**src/hw/wdt_map.svh**
```systemverilog
`ifndef WDT_MAP_SVH
`define WDT_MAP_SVH

// AXI4-Lite byte offsets
`define WDT_ENABLE_CONTROL_OFF 8'h00
`define WDT_STATUS_OFF 8'h04
`define WDT_COMMAND_OFF 8'h08
`define WDT_COUNT_OFF 8'h0c

// Enable control fields
`define WDT_KEY_LSB 0
`define WDT_KEY_MSB 3
`define WDT_ODE_LSB 4
`define WDT_ODE_MSB 7
`define WDT_ENABLE_CONTROL_RESET 8'h0a
`define WDT_KEY_DISABLE 4'ha
`define WDT_KEY_RECOMMENDED 4'h5

// Status fields
`define WDT_STAT_TIMEOUT_BIT 0
`define WDT_STAT_POWERDOWN_BIT 1
`define WDT_STAT_ENABLED_BIT 2

// Command fields (write-one pulses)
`define WDT_CMD_CLEAR_SINGLE_BIT 0
`define WDT_CMD_CLEAR_FIRST_BIT 1
`define WDT_CMD_CLEAR_SECOND_BIT 2
`define WDT_CMD_HALT_BIT 3
`define WDT_CMD_WAKE_BIT 4

// Divider
`define WDT_SYS_PRESCALE 4
`define WDT_DIV_MIN_LOG2 13
`define WDT_DIV_MAX_LOG2 16

`endif

```
**src/hw/wdt_pkg.sv**
```systemverilog
package wdt_pkg;
	typedef enum logic [1:0] {
		WDT_SRC_SUB = 2'h0,
		WDT_SRC_SYS_DIV4 = 2'h1
	} wdt_src_e;

	typedef enum logic [1:0] {
		WDT_CLR_SINGLE = 2'h0,
		WDT_CLR_PAIRED = 2'h1
	} wdt_clr_style_e;

	// Which half of a paired clear is expected next; either half may open a pair
	typedef enum logic [2:0] {
		WDT_PAIR_ANY = 3'b001,
		WDT_PAIR_WANT_SECOND = 3'b010,
		WDT_PAIR_WANT_FIRST = 3'b100
	} wdt_pair_e;

	typedef enum logic [1:0] {
		WDT_RESP_OKAY = 2'h0,
		WDT_RESP_SLVERR = 2'h2
	} wdt_resp_e;
endpackage

```
**src/hw/wdt_timer.sv**
```systemverilog
// Function
// - Option picks sub clock or system/4
// - Sub clock from RC or crystal oscillator
// - Option off: key decides; clear instructions are no-ops when the key disables
// - Key 1010 disables, others keep enabled
// - Key resets to 1010 at power-on
// - Option on: runs regardless of key
// - Divide source by 2^13 to 2^16
// - Software clear resets only last stage
// - System/4 source stops in power-down
// - Normal overflow: device reset, set timeout
// - Power-down overflow: set timeout, reset PC/SP
// - External reset, clear commands, HALT clear counter
// - Option picks single or paired clear style
// - Paired style needs alternating halves
// - HALT clears; sub source runs, system stops
// - HALT sets power-down, clears timeout
// - Power-down cleared by power-up or clear
`timescale 1ns/100ps
`include "wdt_map.svh"

module wdt_timer
	import wdt_pkg::*;
#(
	parameter logic CFG_WDT_ENABLE = 1'b0,
	parameter wdt_src_e CFG_SOURCE = WDT_SRC_SUB,
	parameter wdt_clr_style_e CFG_CLR_STYLE = WDT_CLR_SINGLE,
	parameter int CFG_DIV_LOG2 = `WDT_DIV_MAX_LOG2
) (
	input wire logic aclk,
	input wire logic aresetn,
	input wire logic external_reset_pin_n,
	input wire logic sub_clock_tick,
	input wire logic [31:0] s_axi_awaddr,
	input wire logic s_axi_awvalid,
	output logic s_axi_awready,
	input wire logic [31:0] s_axi_wdata,
	input wire logic [3:0] s_axi_wstrb,
	input wire logic s_axi_wvalid,
	output logic s_axi_wready,
	output logic [1:0] s_axi_bresp,
	output logic s_axi_bvalid,
	input wire logic s_axi_bready,
	input wire logic [31:0] s_axi_araddr,
	input wire logic s_axi_arvalid,
	output logic s_axi_arready,
	output logic [31:0] s_axi_rdata,
	output logic [1:0] s_axi_rresp,
	output logic s_axi_rvalid,
	input wire logic s_axi_rready,
	output logic device_reset,
	output logic pc_sp_reset,
	output logic [3:0] open_drain_ctrl,
	output logic powerdown
);

	localparam int CNT_W = `WDT_DIV_MAX_LOG2;

	// AXI4-Lite write path: address and data latched independently
	logic aw_held;
	logic w_held;
	logic [7:0] aw_addr;
	logic [31:0] w_data;
	logic [3:0] w_strb;
	logic wr_fire;
	logic wr_ok;

	assign s_axi_awready = !aw_held && !s_axi_bvalid;
	assign s_axi_wready = !w_held && !s_axi_bvalid;
	assign wr_fire = aw_held && w_held && !s_axi_bvalid;
	assign wr_ok = aw_addr == `WDT_ENABLE_CONTROL_OFF || aw_addr == `WDT_COMMAND_OFF;

	always_ff @(posedge aclk) begin
		if (!aresetn) begin
			aw_held <= 1'b0;
			w_held <= 1'b0;
			aw_addr <= 8'h00;
			w_data <= 32'h0000_0000;
			w_strb <= 4'h0;
		end else begin
			if (s_axi_awvalid && s_axi_awready) begin
				aw_held <= 1'b1;
				aw_addr <= {s_axi_awaddr[7:2], 2'b00};
			end else if (wr_fire) begin
				aw_held <= 1'b0;
			end
			if (s_axi_wvalid && s_axi_wready) begin
				w_held <= 1'b1;
				w_data <= s_axi_wdata;
				w_strb <= s_axi_wstrb;
			end else if (wr_fire) begin
				w_held <= 1'b0;
			end
		end
	end

	always_ff @(posedge aclk) begin
		if (!aresetn) begin
			s_axi_bvalid <= 1'b0;
			s_axi_bresp <= WDT_RESP_OKAY;
		end else if (wr_fire) begin
			s_axi_bvalid <= 1'b1;
			s_axi_bresp <= wr_ok ? WDT_RESP_OKAY : WDT_RESP_SLVERR;
		end else if (s_axi_bready) begin
			s_axi_bvalid <= 1'b0;
		end
	end

	// Command pulses, only on a full low byte write
	logic cmd_wr;
	logic cmd_single;
	logic cmd_first;
	logic cmd_second;
	logic cmd_halt;
	logic cmd_wake;

	assign cmd_wr = wr_fire && aw_addr == `WDT_COMMAND_OFF && w_strb[0];
	assign cmd_single = cmd_wr && w_data[`WDT_CMD_CLEAR_SINGLE_BIT];
	assign cmd_first = cmd_wr && w_data[`WDT_CMD_CLEAR_FIRST_BIT];
	assign cmd_second = cmd_wr && w_data[`WDT_CMD_CLEAR_SECOND_BIT];
	assign cmd_halt = cmd_wr && w_data[`WDT_CMD_HALT_BIT];
	assign cmd_wake = cmd_wr && w_data[`WDT_CMD_WAKE_BIT];

	// Enable control register
	logic [7:0] enable_control;
	logic wdt_enabled;

	always_ff @(posedge aclk) begin
		if (!aresetn || !external_reset_pin_n) begin
			enable_control <= `WDT_ENABLE_CONTROL_RESET;
		end else if (wr_fire && aw_addr == `WDT_ENABLE_CONTROL_OFF && w_strb[0]) begin
			enable_control <= w_data[7:0];
		end
	end

	assign open_drain_ctrl = enable_control[`WDT_ODE_MSB:`WDT_ODE_LSB];
	assign wdt_enabled = CFG_WDT_ENABLE || enable_control[`WDT_KEY_MSB:`WDT_KEY_LSB] != `WDT_KEY_DISABLE;

	// Software clear decode
	wdt_pair_e pair_state;
	logic sw_clear;

	always_comb begin
		sw_clear = 1'b0;
		if (wdt_enabled) begin
			unique case (CFG_CLR_STYLE)
				WDT_CLR_SINGLE: sw_clear = cmd_single;
				WDT_CLR_PAIRED: begin
					sw_clear = (pair_state == WDT_PAIR_WANT_SECOND && cmd_second) ||
						(pair_state == WDT_PAIR_WANT_FIRST && cmd_first);
				end
				default: sw_clear = 1'b0;
			endcase
		end
	end

	// Either half arms, the other half fires; repeats of the armed half are ignored
	always_ff @(posedge aclk) begin
		if (!aresetn || !external_reset_pin_n) begin
			pair_state <= WDT_PAIR_ANY;
		end else if (wdt_enabled && CFG_CLR_STYLE == WDT_CLR_PAIRED) begin
			unique case (pair_state)
				WDT_PAIR_ANY: begin
					if (cmd_first) begin
						pair_state <= WDT_PAIR_WANT_SECOND;
					end else if (cmd_second) begin
						pair_state <= WDT_PAIR_WANT_FIRST;
					end
				end
				WDT_PAIR_WANT_SECOND: if (cmd_second) pair_state <= WDT_PAIR_ANY;
				WDT_PAIR_WANT_FIRST: if (cmd_first) pair_state <= WDT_PAIR_ANY;
				default: pair_state <= WDT_PAIR_ANY;
			endcase
		end
	end

	// Source clock enable
	logic [1:0] sys_pre;
	logic sys_tick;
	logic src_tick;
	logic halt_valid;

	assign halt_valid = cmd_halt && wdt_enabled;

	always_ff @(posedge aclk) begin
		if (!aresetn) begin
			sys_pre <= 2'h0;
		end else if (!powerdown) begin
			sys_pre <= sys_pre + 2'h1;
		end
	end

	assign sys_tick = !powerdown && sys_pre == 2'(`WDT_SYS_PRESCALE - 1);

	always_comb begin
		unique case (CFG_SOURCE)
			WDT_SRC_SUB: src_tick = sub_clock_tick;
			WDT_SRC_SYS_DIV4: src_tick = sys_tick;
			default: src_tick = 1'b0;
		endcase
	end

	// Divider chain; the top stage is the last bit below the selected tap
	logic [CNT_W-1:0] div_cnt;
	logic [CNT_W-1:0] next_div_cnt;
	logic overflow;

	always_comb begin
		next_div_cnt = div_cnt + CNT_W'(1);
		overflow = wdt_enabled && src_tick && (&div_cnt[CFG_DIV_LOG2-1:0]);
	end

	always_ff @(posedge aclk) begin
		if (!aresetn || !external_reset_pin_n) begin
			div_cnt <= '0;
		end else if (!wdt_enabled) begin
			div_cnt <= '0;
		end else if (halt_valid || sw_clear) begin
			// Only the last stage drops; the residual low count makes the period vary by up to half a period
			div_cnt[CFG_DIV_LOG2-1] <= 1'b0;
			div_cnt[CFG_DIV_LOG2-2:0] <= src_tick ? next_div_cnt[CFG_DIV_LOG2-2:0] : div_cnt[CFG_DIV_LOG2-2:0];
		end else if (overflow) begin
			div_cnt <= '0;
		end else if (src_tick) begin
			div_cnt <= next_div_cnt;
		end
	end

	// Flags and reset outputs
	logic timeout_flag;
	logic powerdown_flag;

	always_ff @(posedge aclk) begin
		if (!aresetn) begin
			timeout_flag <= 1'b0;
		end else if (overflow) begin
			timeout_flag <= 1'b1;
		end else if (halt_valid) begin
			timeout_flag <= 1'b0;
		end
	end

	always_ff @(posedge aclk) begin
		if (!aresetn) begin
			powerdown_flag <= 1'b0;
		end else if (halt_valid) begin
			powerdown_flag <= 1'b1;
		end else if (sw_clear) begin
			powerdown_flag <= 1'b0;
		end
	end

	// Power-down state; wake by overflow or an explicit wake command
	always_ff @(posedge aclk) begin
		if (!aresetn || !external_reset_pin_n) begin
			powerdown <= 1'b0;
		end else if (cmd_halt) begin
			powerdown <= 1'b1;
		end else if (overflow || cmd_wake) begin
			powerdown <= 1'b0;
		end
	end

	always_ff @(posedge aclk) begin
		if (!aresetn) begin
			device_reset <= 1'b0;
			pc_sp_reset <= 1'b0;
		end else begin
			device_reset <= overflow && !powerdown;
			pc_sp_reset <= overflow && powerdown;
		end
	end

	// AXI4-Lite read path
	logic [31:0] rd_word;

	always_comb begin
		rd_word = 32'h0000_0000;
		unique case (s_axi_araddr[7:0] & 8'hfc)
			`WDT_ENABLE_CONTROL_OFF: rd_word = {24'h000000, enable_control};
			`WDT_STATUS_OFF: begin
				rd_word[`WDT_STAT_TIMEOUT_BIT] = timeout_flag;
				rd_word[`WDT_STAT_POWERDOWN_BIT] = powerdown_flag;
				rd_word[`WDT_STAT_ENABLED_BIT] = wdt_enabled;
			end
			`WDT_COUNT_OFF: rd_word = {16'h0000, div_cnt};
			`WDT_COMMAND_OFF: rd_word = 32'h0000_0000;
			default: rd_word = 32'h0000_0000;
		endcase
	end

	assign s_axi_arready = !s_axi_rvalid;

	always_ff @(posedge aclk) begin
		if (!aresetn) begin
			s_axi_rvalid <= 1'b0;
			s_axi_rdata <= 32'h0000_0000;
			s_axi_rresp <= WDT_RESP_OKAY;
		end else if (s_axi_arvalid && s_axi_arready) begin
			s_axi_rvalid <= 1'b1;
			s_axi_rdata <= rd_word;
			s_axi_rresp <= (s_axi_araddr[7:0] & 8'hfc) > `WDT_COUNT_OFF ? WDT_RESP_SLVERR : WDT_RESP_OKAY;
		end else if (s_axi_rready) begin
			s_axi_rvalid <= 1'b0;
		end
	end

endmodule

```
**config.mk**
```make
export PLATFORM = sky130hd
export DESIGN_NAME = wdt_timer
export DESIGN_NICKNAME = d
export VERILOG_FILES = /design/src/hw/wdt_pkg.sv /design/src/hw/wdt_timer.sv
export VERILOG_INCLUDE_DIRS = /design/src /design/src/hw
export SDC_FILE = /design/constraint.sdc
export NUM_CORES = 1
export LEC_CHECK = 0
export BUFFER_PORTS_ARGS = -buffer_cell sky130_fd_sc_hd__buf_4
export CORE_MARGIN = 4
export CORE_UTILIZATION = 45
export DETAILED_ROUTE_END_ITERATION = 8
export HOLD_SLACK_MARGIN = 0.06
export PLACE_DENSITY = 0.84
export SLEW_MARGIN = 25
export SYNTH_ARGS = -nofsm -noshare
export SYNTH_HDL_FRONTEND = slang
export SYNTH_SLANG_ARGS = --single-unit
export TNS_END_PERCENT = 20
```
**constraint.sdc**
```tcl
create_clock -name aclk -period 2.18 [get_ports aclk]
set_clock_uncertainty 0.1 [all_clocks]
set_input_delay 0.218 -clock aclk [delete_from_list [all_inputs] [get_ports aclk]]
set_output_delay 0.218 -clock aclk [all_outputs]
set_load 0.02 [all_outputs]
```
## After elaboration in Yosys (flattened, before gate mapping)

Index checks and enable logic that the tools add are counted.

| storage, ports and cells | value |
|---|---|
| output and inout port bits | 48 |
| memory bits (read-only) | 0 |
| memories kept | 0 |
| register bits | 84 |
| input port bits | 109 |
| bits in latches | 0 |
| bits in writable memories | 0 |
| word-level logic and storage cells | 92 |

| cells by class | value |
|---|---|
| reductions and logical operators | 44 |
| multiply operators | 0 |
| divide/modulo/power cells | 0 |
| shift operators | 0 |
| bitwise operators | 1 |
| eq/ne operators | 5 |
| muxes and demuxes | 22 |
| $add $sub $neg | 1 |
| $lt $le $gt $ge | 1 |

Operator list:

| operator | number |
|---|---|
| 15-bit 2-to-1 mux | 4 |
| 13-bit case mux with 2 select lines | 1 |
| 1-bit logical AND | 19 |
| 16-bit by 1-bit adder with 16-bit output, second input constant | 1 |
| 8-bit zero test | 2 |
| 16-bit AND reduction | 1 |
| 2-bit nonzero test | 8 |
| 1-bit 2-to-1 mux | 14 |
| 6-bit by 2-bit == test with 1-bit output, second input constant | 2 |
| 3-bit case mux with 3 select lines | 1 |
| 8-bit by 4-bit > comparator with 1-bit output, second input constant | 1 |
| 1-bit zero test | 7 |
| 6-bit by 1-bit == test with 1-bit output, second input constant | 1 |
| 1-bit logical OR | 4 |
| 2-bit 2-to-1 mux | 2 |
| 4-bit != test, second input constant | 1 |
| 4-bit OR reduction | 1 |
| 2-bit != test, second input constant | 1 |
| 2-bit AND reduction | 1 |
| 2-bit OR reduction | 1 |
| 1-bit NOT | 1 |

## Logic depth before layout (Yosys ltp)

Gate-level depths: netlist of the first run.

| depth | value |
|---|---|
| word-level depth | 9 |
| depth in mapped cells | 6 |
| mapped depth without buffers | 5 |

## Worst setup path after synthesis of the first run

No wires, ideal clock.

| path | value |
|---|---|
| path type | flip-flop to flip-flop |
| from | register div_cnt[0] |
| to | register div_cnt[10] |
| slack | 0.248 ns |
| clock period less this slack | 1.932 ns |
| cell stages (with the launch flop) | 7 |
| setup time | 0.139 ns |
| arrival | 1.693 ns |
| required time | 1.941 ns |
| buffers on the path | 1 |
| path through | dfxtp_1 -> ha_1 -> and3_1 -> nand4_1 -> a211oi_2 -> buf_4 -> nor3_2 |

| on the way | value |
|---|---|
| word-level cells in the longest chain between the ends | 4 |
| elaborated cells on any way between the ends | 9 |
| those cells by class | add/sub (1); mux (4); reduce/logical (4) |

RTL lines:

| element | RTL line | RTL |
|---|---|---|
| start: declaration | wdt_timer.sv:204 | `logic [CNT_W-1:0] div_cnt;` |
| start signal: indexed assignment | wdt_timer.sv:221 | `div_cnt[CFG_DIV_LOG2-2:0] <= src_tick ? next_div_cnt[CFG_DIV_LOG2-2:0] : div_cnt[CFG_DIV_LOG2-2:0];` |
| start signal: assignment | wdt_timer.sv:225 | `div_cnt <= next_div_cnt;` |
| 16-bit by 1-bit adder with 16-bit output or 16-bit AND reduction (tied branches) | wdt_timer.sv:209, wdt_timer.sv:210 |  |
| 15-bit 2-to-1 mux or 1-bit logical AND (tied branches) | wdt_timer.sv:221, wdt_timer.sv:224, wdt_timer.sv:210 |  |
| 15-bit 2-to-1 mux or 2-bit nonzero test (tied branches) | -- |  |
| 15-bit 2-to-1 mux or 2-bit AND reduction (tied branches) | -- |  |

Parallel ways exist; a longest one is shown, timed or not. The select of a mux whose other input is x is not followed.
A chain may end at the register's enable or synchronous reset.

## Final worst setup path of the first run

| path | value |
|---|---|
| from | register aw_addr[7] |
| to | register powerdown |

| on the way | value |
|---|---|
| word-level cells in the longest chain between the ends | 6 |
| elaborated cells on any way between the ends | 8 |
| those cells by class | eq/ne (1); mux (1); reduce/logical (6) |

RTL lines:

| element | RTL line | RTL |
|---|---|---|
| start: declaration | wdt_timer.sv:62 | `logic [7:0] aw_addr;` |
| start signal: assignment | wdt_timer.sv:83 | `aw_addr <= {s_axi_awaddr[7:2], 2'b00};` |
| 6-bit by 2-bit == test with 1-bit output (no source line) * | -- |  |
| 1-bit logical AND (no source line) * | -- |  |
| 1-bit logical AND * | wdt_timer.sv:117 | `` assign cmd_wr = wr_fire && aw_addr == `WDT_COMMAND_OFF && w_strb[0]; `` |
| 1-bit logical AND | wdt_timer.sv:122 | `` assign cmd_wake = cmd_wr && w_data[`WDT_CMD_WAKE_BIT]; `` |
| 1-bit logical OR | wdt_timer.sv:259 | `end else if (overflow \|\| cmd_wake) begin` |
| 2-bit nonzero test (no source line) | -- |  |
| end signal: assignment | wdt_timer.sv:256 | `powerdown <= 1'b0;` |
| end signal: assignment | wdt_timer.sv:258 | `powerdown <= 1'b1;` |
| end signal: assignment | wdt_timer.sv:260 | `powerdown <= 1'b0;` |
| end: declaration | wdt_timer.sv:54 | `output logic powerdown` |

Mark *: on every way between the ends. The rest lies on a longest branch, timed or not.

==> flow_metrics.py, run 1 <==
metrics = {
    "run_status": {
        "outcome": "finished, final reports clean",
    },
    "detailed_routing": {
        "wl_mm": 6.97,
        "first_iter_violations": 167,
        "vias": 2565,
        "first_pass_iters": 5,
        "drtAntennaViolNets": 0,
        "drc": 0,
        "wl_per_cell_um": 14.5,
        "vias_per_cell": 5.34,
    },
    "setup_path": {
        "r2r_start": "aw_addr[7]$_SDFFE_PN0P_",
        "rr_endpoint": "powerdown$_SDFFE_PP0P_",
        "endpoint": "powerdown$_SDFFE_PP0P_",
        "worstRegToRegCells": 4,
        "crit_path_end_kind": "flip-flop",
        "startpoint_type": "flip-flop",
        "crit_start": "aw_addr[7]$_SDFFE_PN0P_",
        "cp_max_fo": 4,
        "required_ps": 2300,
        "crit_arrival_ps": 2080,
        "ff2ff_setup_slack_ps": 230,
        "worst-setup-path-type": "reg -> reg",
    },
    "synth": {
        "netlist_top_cells_area": "dfxtp_1 44%, mux2i_1 6.0%, buf_4 5.7%, nand2_1 3.7%, nor2b_1 3.5%",
        "synth_top_area_cell": "dfxtp_1",
        "yosys_register_bits": 66,
        "synth-edff-count": 0,
        "synthArstFlopShare": 0,
        "synth.cell_area_um2": 3010,
        "syn-mean-instance-area_um2": 9.39,
        "synthCells": 321,
        "seq_area_frac_synth": 0.438,
        "yosysMostFrequentCell": "dfxtp_1",
        "synth_top_area_frac": 0.438,
        "synth-main-ff-cell": "dfxtp_1",
        "yosysUniqueCellTypes": 47,
        "yosys_warnings": 0,
        "synth_common_cells": "66 x dfxtp_1, 30 x nand2_1, 23 x buf_4, 18 x mux2i_1, 18 x nor2_1",
    },
    "placement": {
        "port-buffer-count": 59,
        "post-dp-hpwl_mm": 4.71,
        "gp_congestion": 0.827,
    },
    "clocking": {
        "post_cts_resized": 0,
        "clk_latency_ps": 340,
        "cts_setup_buffers": 0,
        "path_clk_slew_ps": 70,
        "htree_levels": 3,
        "clockBufferDepth": 2,
        "cts_tree": "built",
        "cts_buffers": 9,
        "root_buffer": "clkbuf_8",
        "clock-sinks": 66,
    },
    "die": {
        "rows": 29,
        "die_area_um2": 8070,
        "die_h_um": 89.8,
        "die-width_um": 89.8,
        "coreArea_um2": 6420,
        "initial_core_util": 0.469,
        "ios": 157,
    },
    "min_path": {
        "hold_class": "in -> reg",
        "hp-start": "sub_clock_tick",
    },
    "sta": {
        "worstMarginPinSlew_ps": 537,
        "finalSetupViolCount": 0,
        "period_share": 0.896,
        "relSlewSlack": 0.641,
        "fmax_mhz": 512,
        "rsz0062_at_grt": "false",
        "finalHoldViolations": 0,
        "final-max-slew-violation-count": 0,
        "min_period_ps": 1950,
        "fin_tns_setup_ps": 0,
    },
    "finish": {
        "area_growth_syn_to_layout_pct": 27.6,
        "multi_input_area_um2": 1490,
        "finalCoreUtilization": 0.599,
        "fillCellCount": 526,
        "antenna_cells": 0,
        "nets": 509,
        "layout-drive-gt1-share": 0.238,
        "regArea_um2": 1320,
    },
    "global_route": {
        "grt_use_total": 0.178,
        "antenna_found_initial": 0,
        "grt.overflow.total": 0,
        "grt_pass1_vias": 2506,
        "grt_pass1_wl_mm": 11.8,
        "grt_max_degree": 33,
    },
    "run": {
        "maxCapViolations": 0,
    },
    "power_and_ir_drop": {
        "max-vdd-ir-drop_mv": 0.512,
        "pwr_density_cell_nw_per_um2": 667,
        "finalPower_w": 0.00256,
        "p_leak_nw": 1.48,
    },
}
[kinds of logic (layout without fill, tap and decap cells)]
kind of cell,count (synthesis),in the layout,synth area share
buf+inv,44,109,0.0888
other cells,1,18,0.00124
simple gates,124,124,0.243
xor+xnor,11,11,0.0320
mux,18,18,0.0598
fa+ha+maj,1,1,0.00415
flops,66,66,0.438
compound gates,56,56,0.132
[cells in the final DEF, fill, tap and decap left out, drive strengths merged, types with 2 or more instances in the layout]
master,instances
buf,67
dfxtp,66
nand2,30
dlygate4sd3,19
nor2,18
mux2i,18
conb,18
nor2b,17
nor3,15
a22oi,13
clkbuf,13
nand3,11
a21oi,10
inv,8
o21ai,8
xor2,7
a211oi,6
and3,5
a22o,5
nand2b,4
nand4,4
or3,4
a21boi,4
xnor2,4
and2,3
o2bb2ai,3
nor4,3
or4,3
and4,2
a32oi,2
[metrics by stage]
step | hold WS, ps | instance area [um2] | setup WS [ps] | std cells
global route | 95.5 | 3850 | 116 | 480
CTS | 61.7 | 3840 | 214 | 479
floorplan | 190 | 3080 | 248 | 338
finish | 104 | 3850 | 226 | 480
global placement | 343 | 3450 | 251 | 446
detailed placement | 343 | 3450 | 232 | 446
[how the worst min path moves through the flow]
stage / end / slack [ps] / cells past startpoint
floorplan: enable_control[1]$_SDFFE_PP1P_ / 190 / 1
global placement: enable_control[3]$_SDFFE_PP1P_ / 340 / 2
detailed placement: enable_control[3]$_SDFFE_PP1P_ / 340 / 2
CTS: w_data[7]$_SDFFE_PN0P_ / 60 / 3
global route: div_cnt[0]$_SDFFE_PP0P_ / 100 / 3
finish: div_cnt[0]$_SDFFE_PP0P_ / 100 / 3
[registers in the layout, summed over array words and instances (netlist names), 6 cells and up]
| signal | count |
|---|---|
| aw_addr | 6 |
| div_cnt | 16 |
| enable_control | 8 |
| s_axi_rdata | 16 |
| w_data | 8 |
[cell type report]
cell class                      count  share of cell area
Sequential cell                    66               0.344
Inverter                            8             0.00781
Clock inverter                      2             0.00911
Clock buffer                       13              0.0439
Tap cell                           77              0.0250
Multi-Input combinational cell    228               0.387
Timing Repair Buffer               86               0.183
[power breakdown]
group          leakage (nW)  total, W  switching, W  internal (W)
sequential            0.535   0.00126     0.0000250       0.00123
clock                 0.106   0.00105      0.000433      0.000614
combinational         0.838  0.000258      0.000142      0.000116
total                  1.48   0.00256      0.000600       0.00196
[routing by layer]
layer | GRT usage | wire length (um)
met5 | 0 | 0
met2 | 0.295 | 3380
met3 | 0.0676 | 528
met4 | 0.0562 | 112
met1 | 0.214 | 2940
[critical path: stages, from the launching register on]
cell,delay [ps]
dfxtp_1,320
or4_4,580
or4_1,560
o221ai_1,190
a21oi_1,90
[timing repair]
item / 4_1_cts / 5_1_grt
hold endpoints to repair: 18 / 1
endpoints found under the setup margin: 0 / 0
hold buffers: 18 / 1
Power figures use the tool's default switching activity.
==> inputs of run 2 (changes only) <==
CAP_MARGIN = 20   (was not set)
PLACE_DENSITY = 0.8   (was 0.84)
==> run 2 against run 1 <==
Net effect: non-clock buffer count is the same; final cell count grew 0.21%; clock power down 11%; cell area decreased by 0.88%.
==> flow_metrics.py, run 2 (synthesized netlist as in run 1, its figures left out) <==
metrics = {
    "placement": {
        "dp.cells": 446,
        "post-dp-hpwl_mm": 4.84,
        "port-buffer-count": 59,
        "gp_congestion": 0.791,
    },
    "clocking": {
        "clockBufferDepth": 2,
        "cts_buffers": 9,
        "clock-sinks": 66,
        "root_buffer": "clkbuf_8",
        "path_clk_slew_ps": 70,
        "cts_tree": "built",
        "cts_setup_buffers": 0,
        "clk_latency_ps": 330,
        "ctsHoldBuffers": 19,
        "post_cts_resized": 0,
        "htree_levels": 3,
    },
    "run": {
        "maxCapViolations": 0,
    },
    "detailed_routing": {
        "first_pass_iters": 4,
        "drtAntennaViolNets": 0,
        "wl_per_cell_um": 14.2,
        "drc": 0,
        "wl_mm": 6.82,
        "first_iter_violations": 98,
        "vias": 2517,
        "vias_per_cell": 5.23,
    },
    "global_route": {
        "grt_use_total": 0.172,
        "grt_max_degree": 33,
        "antenna_found_initial": 0,
        "grt_pass1_wl_mm": 11.4,
        "grt.overflow.total": 0,
        "grt_pass1_vias": 2440,
    },
    "setup_path": {
        "path_buf_inv": 1,
        "crit_slowest_cell": "or4_4",
        "path_cells": "or4_4 -> nor4_4 -> a211oi_2 -> buf_4 -> a211oi_1",
        "crit_arrival_ps": 2160,
        "cp_max_fo": 15,
        "required_ps": 2320,
        "crit_path_end_kind": "flip-flop",
        "startpoint_type": "flip-flop",
        "worst-setup-path-type": "reg -> reg",
        "max_stage_delay_ps": 580,
        "critPathTopFamily": "simple AND/OR/NAND/NOR gates",
    },
    "sta": {
        "min_period_ps": 2020,
        "period_share": 0.925,
        "final-max-slew-violation-count": 0,
        "relSlewSlack": 0.666,
        "finalSetupViolCount": 0,
        "finalHoldViolations": 0,
        "rsz0062_at_grt": "false",
        "fmax_mhz": 496,
        "fin_tns_setup_ps": 0,
        "worstMarginPinSlew_ps": 501,
    },
    "min_path": {
        "hold_class": "in -> reg",
    },
    "die": {
        "die_area_um2": 8070,
        "rows": 29,
        "die-width_um": 89.8,
        "ios": 157,
        "initial_core_util": 0.469,
        "die_h_um": 89.8,
        "coreArea_um2": 6420,
    },
    "run_status": {
        "outcome": "finished, final reports clean",
    },
    "finish": {
        "layout.cells.non_filler": 481,
        "reg_top3": "div_cnt x16, s_axi_rdata x16",
        "layout_commonest_cell": "buf_4",
        "layout-drive-gt1-share": 0.238,
        "antenna_cells": 0,
        "fillCellCount": 563,
        "nets": 509,
        "area_growth_syn_to_layout_pct": 26.5,
        "layout_common_cells": "67 x buf_4, 66 x dfxtp_1, 30 x nand2_1",
    },
    "power_and_ir_drop": {
        "p_leak_nw": 1.47,
        "pwr_density_cell_nw_per_um2": 642,
        "max-vdd-ir-drop_mv": 0.306,
    },
}
## run 2: changes by cell type in the layout (fill, tap and decap cells not counted), sizes merged
cell	delta
clkbuf	+1
bufinv	-1
clkinv	+1
## run 2: cell type report
class                           instances  area, um2  share of cell area
Multi-Input combinational cell        228       1490               0.391
Sequential cell                        66       1320               0.347
Clock buffer                           14        173              0.0453
Inverter                                8       30.0             0.00788
Tap cell                               77       96.3              0.0253
Timing Repair Buffer                   86        693               0.182
Clock inverter                          2       10.0             0.00263
## run 2: layer usage
metal / vias to the layer above / GRT usage / wire length (um)
met1: 1183 / 0.215 / 3150
met4: 0 / 0.0741 / 120
met3: 9 / 0.0484 / 395
li1: 1249 / - / -
met5: - / 0 / 0
met2: 76 / 0.276 / 3160
## run 2: final timing paths
kind / from / slack [ps] / endpoint / cells past startpoint
setup / recovery: aw_addr[7]$_SDFFE_PN0P_ / 160 / div_cnt[14]$_SDFFE_PP0P_ / 5
hold / removal: sub_clock_tick / 120 / div_cnt[0]$_SDFFE_PP0P_ / 3
setup reg to reg: aw_addr[7]$_SDFFE_PN0P_ / 160 / div_cnt[14]$_SDFFE_PP0P_ / 5
hold reg to reg: w_data[7]$_SDFFE_PN0P_ / 350 / w_data[7]$_SDFFE_PN0P_ / 2
## run 2: worst min-delay path, cell delays in order
cell,delay [ps]
buf_4,130
xnor2_1,120
nor3_1,40
## run 2: stage by stage
step	power [W]	cell area [um2]	worst slack (ps)	util	hold WS (ps)
2_1_floorplan	0.00145	3080	248	-	190
3_3_place_gp	0.00150	3440	225	0.536	333
3_5_place_dp	0.00151	3440	173	0.536	339
4_1_cts	0.00246	3810	156	0.594	105
5_1_grt	0.00255	3810	72.5	0.594	119
6_report	0.00245	3810	163	0.594	118
## run 2: where the power goes
part | internal, W | leakage, nW | total [W] | switching (W)
Clock | 0.000504 | 0.0965 | 0.000936 | 0.000432
Sequential | 0.00123 | 0.535 | 0.00126 | 0.0000238
Combinational | 0.000116 | 0.835 | 0.000255 | 0.000139
Total | 0.00185 | 1.47 | 0.00245 | 0.000595
==> inputs of run 3 (changes only) <==
CORE_MARGIN = 2   (was 4)
PLACE_DENSITY = 0.83   (was 0.8)
==> run 3 against run 2 <==
Net effect: the run now ends with DRC left; worst hold slack better by 2.0 ps; flip-flop and latch count stayed put; maximum frequency rose by 1.4%; via count up 1.5%; count of clock-buffer cells in the layout decreased by 2; critical path depth is 1 higher; clock power grew 6.2%; sequential power hardly changed; core utilization increased by 0.16 points; total power is 2.5% higher; critical path type unchanged; largest power group unchanged.
==> flow_metrics.py, run 3 (synthesized netlist as in run 1, its figures left out) <==
metrics = {
    "global_route": {
        "grt_max_degree": 33,
        "gr-usage-met2": 0.323,
        "grt_pass1_vias": 2431,
        "grt.overflow.total": 0,
        "grt_pass1_wl_mm": 11.1,
        "grt-busiest-layer": "met2",
        "grt_use_total": 0.193,
        "use_met3": 0.0616,
        "antenna_found_initial": 0,
        "use_met1": 0.229,
    },
    "sta": {
        "rsz0062_at_grt": "false",
        "relSlewSlack": 0.649,
        "min_period_ps": 1990,
        "final-max-slew-violation-count": 0,
        "worstMarginPinSlew_ps": 527,
        "period_share": 0.912,
        "finalSetupViolCount": 0,
        "fin_tns_setup_ps": 0,
        "finalHoldViolations": 0,
        "fmax_mhz": 503,
    },
    "finish": {
        "reg_top3": "div_cnt x16, s_axi_rdata x16",
        "nets": 510,
        "antenna_cells": 0,
        "layout_commonest_cell": "buf_4",
        "fin_area_um2": 3820,
        "layout_common_cells": "68 x buf_4, 66 x dfxtp_1, 30 x nand2_1",
        "finalCoreUtilization": 0.595,
        "area_growth_syn_to_layout_pct": 26.8,
        "layout-drive-gt1-share": 0.238,
    },
    "power_and_ir_drop": {
        "pwr_density_cell_nw_per_um2": 656,
        "p_leak_nw": 1.47,
        "seq_power_share": 0.502,
        "swShare": 0.243,
        "p_clk_frac": 0.396,
        "intPower_w": 0.00190,
        "p_comb_frac": 0.102,
        "switchingPower_w": 0.000609,
        "max-vdd-ir-drop_mv": 0.649,
    },
    "clocking": {
        "root_buffer": "clkbuf_8",
        "htree_levels": 3,
        "cts_buffers": 9,
        "path_clk_slew_ps": 60,
        "cts_tree": "built",
        "clockBufferDepth": 2,
        "cts_setup_buffers": 0,
        "clock-sinks": 66,
        "clk_latency_ps": 340,
    },
    "setup_path": {
        "worst-setup-path-type": "reg -> reg",
        "crit_arrival_ps": 2110,
        "cp_max_fo": 15,
        "startpoint_type": "flip-flop",
        "required_ps": 2300,
        "crit_path_end_kind": "flip-flop",
    },
    "run_status": {
        "violations": "DRC",
        "outcome": "finished, violations left",
    },
    "placement": {
        "placed_area_um2": 3450,
        "post-dp-hpwl_mm": 4.67,
        "gp_congestion": 0.799,
        "port-buffer-count": 59,
    },
    "detailed_routing": {
        "wl_mm": 6.90,
        "vias_per_cell": 5.31,
        "first_pass_iters": 8,
        "wl_per_cell_um": 14.4,
        "drc": 7,
        "first_iter_violations": 192,
        "vias": 2555,
        "drtAntennaViolNets": 0,
    },
    "die": {
        "die_area_um2": 7370,
        "coreArea_um2": 6420,
        "rows": 29,
        "initial_core_util": 0.469,
        "ios": 157,
        "die-width_um": 85.8,
        "die_h_um": 85.8,
    },
    "run": {
        "maxCapViolations": 0,
    },
    "min_path": {
        "hold_class": "in -> reg",
    },
}
[run 3: cell types whose count changed in the layout (fill, tap and decap cells not counted)]
cell	previous run	this run
clkbuf_8	12	10
buf_4	67	68
bufinv_16	0	1
[run 3: worst paths after layout]
| path | startpoint | end | slack, ps | cells after the start |
|---|---|---|---|---|
| hold / removal | sub_clock_tick | div_cnt[0]$_SDFFE_PP0P_ | 120 | 3 |
| setup / recovery | div_cnt[0]$_SDFFE_PP0P_ | div_cnt[0]$_SDFFE_PP0P_ | 190 | 6 |
| hold reg to reg | w_data[7]$_SDFFE_PN0P_ | w_data[7]$_SDFFE_PN0P_ | 370 | 2 |
| setup reg to reg | div_cnt[0]$_SDFFE_PP0P_ | div_cnt[0]$_SDFFE_PP0P_ | 190 | 6 |
[run 3: per-layer routing]
layer / up-vias / share of wire
met5: - / 0
met4: 0 / 0.019
met3: 14 / 0.064
met2: 83 / 0.49
met1: 1204 / 0.42
li1: 1254 / -
[run 3: area by class of cell]
type / count / area (um2)
fill: 550 / 2600
multi-input combinational: 228 / 1490
sequential: 66 / 1320
timing repair buffer: 87 / 701
clock buffer: 12 / 145
tap: 77 / 96.3
clock inverter: 3 / 40.0
inverter: 8 / 30.0
[run 3: power groups by stage]
stage | combinational (W) | clock (W) | sequential [W]
CTS | 0.000252 | 0.00101 | 0.00126
floorplan | 0.000169 | 0 | 0.00128
global placement | 0.000220 | 0 | 0.00128
detailed placement | 0.000223 | 0 | 0.00129
finish | 0.000255 | 0.000994 | 0.00126
global route | 0.000276 | 0.00107 | 0.00126
[run 3: timing repair]
item | CTS | global route
resized for setup | 0 | 0
endpoints found under the hold margin | 19 | 0
hold buffers | 19 | 0
[run 3: critical path, cell delays in order, from the launching register on]
cell and delay (ps):
dfxtp_1 410, ha_1 250, and3_1 190, nand4_1 270, a211oi_2 290, buf_4 290, nor3_1 80
[run 3: through the flow]
| stage | setup WS (ps) | cells | hold WS, ps | power (W) |
|---|---|---|---|---|
| after floorplan | 248 | 338 | 190 | 0.00145 |
| after global placement | 235 | 447 | 334 | 0.00150 |
| after detailed placement | 217 | 447 | 335 | 0.00151 |
| after CTS | 200 | 481 | 106 | 0.00252 |
| after global routing | 38.8 | 481 | 127 | 0.00260 |
| final | 191 | 481 | 120 | 0.00251 |
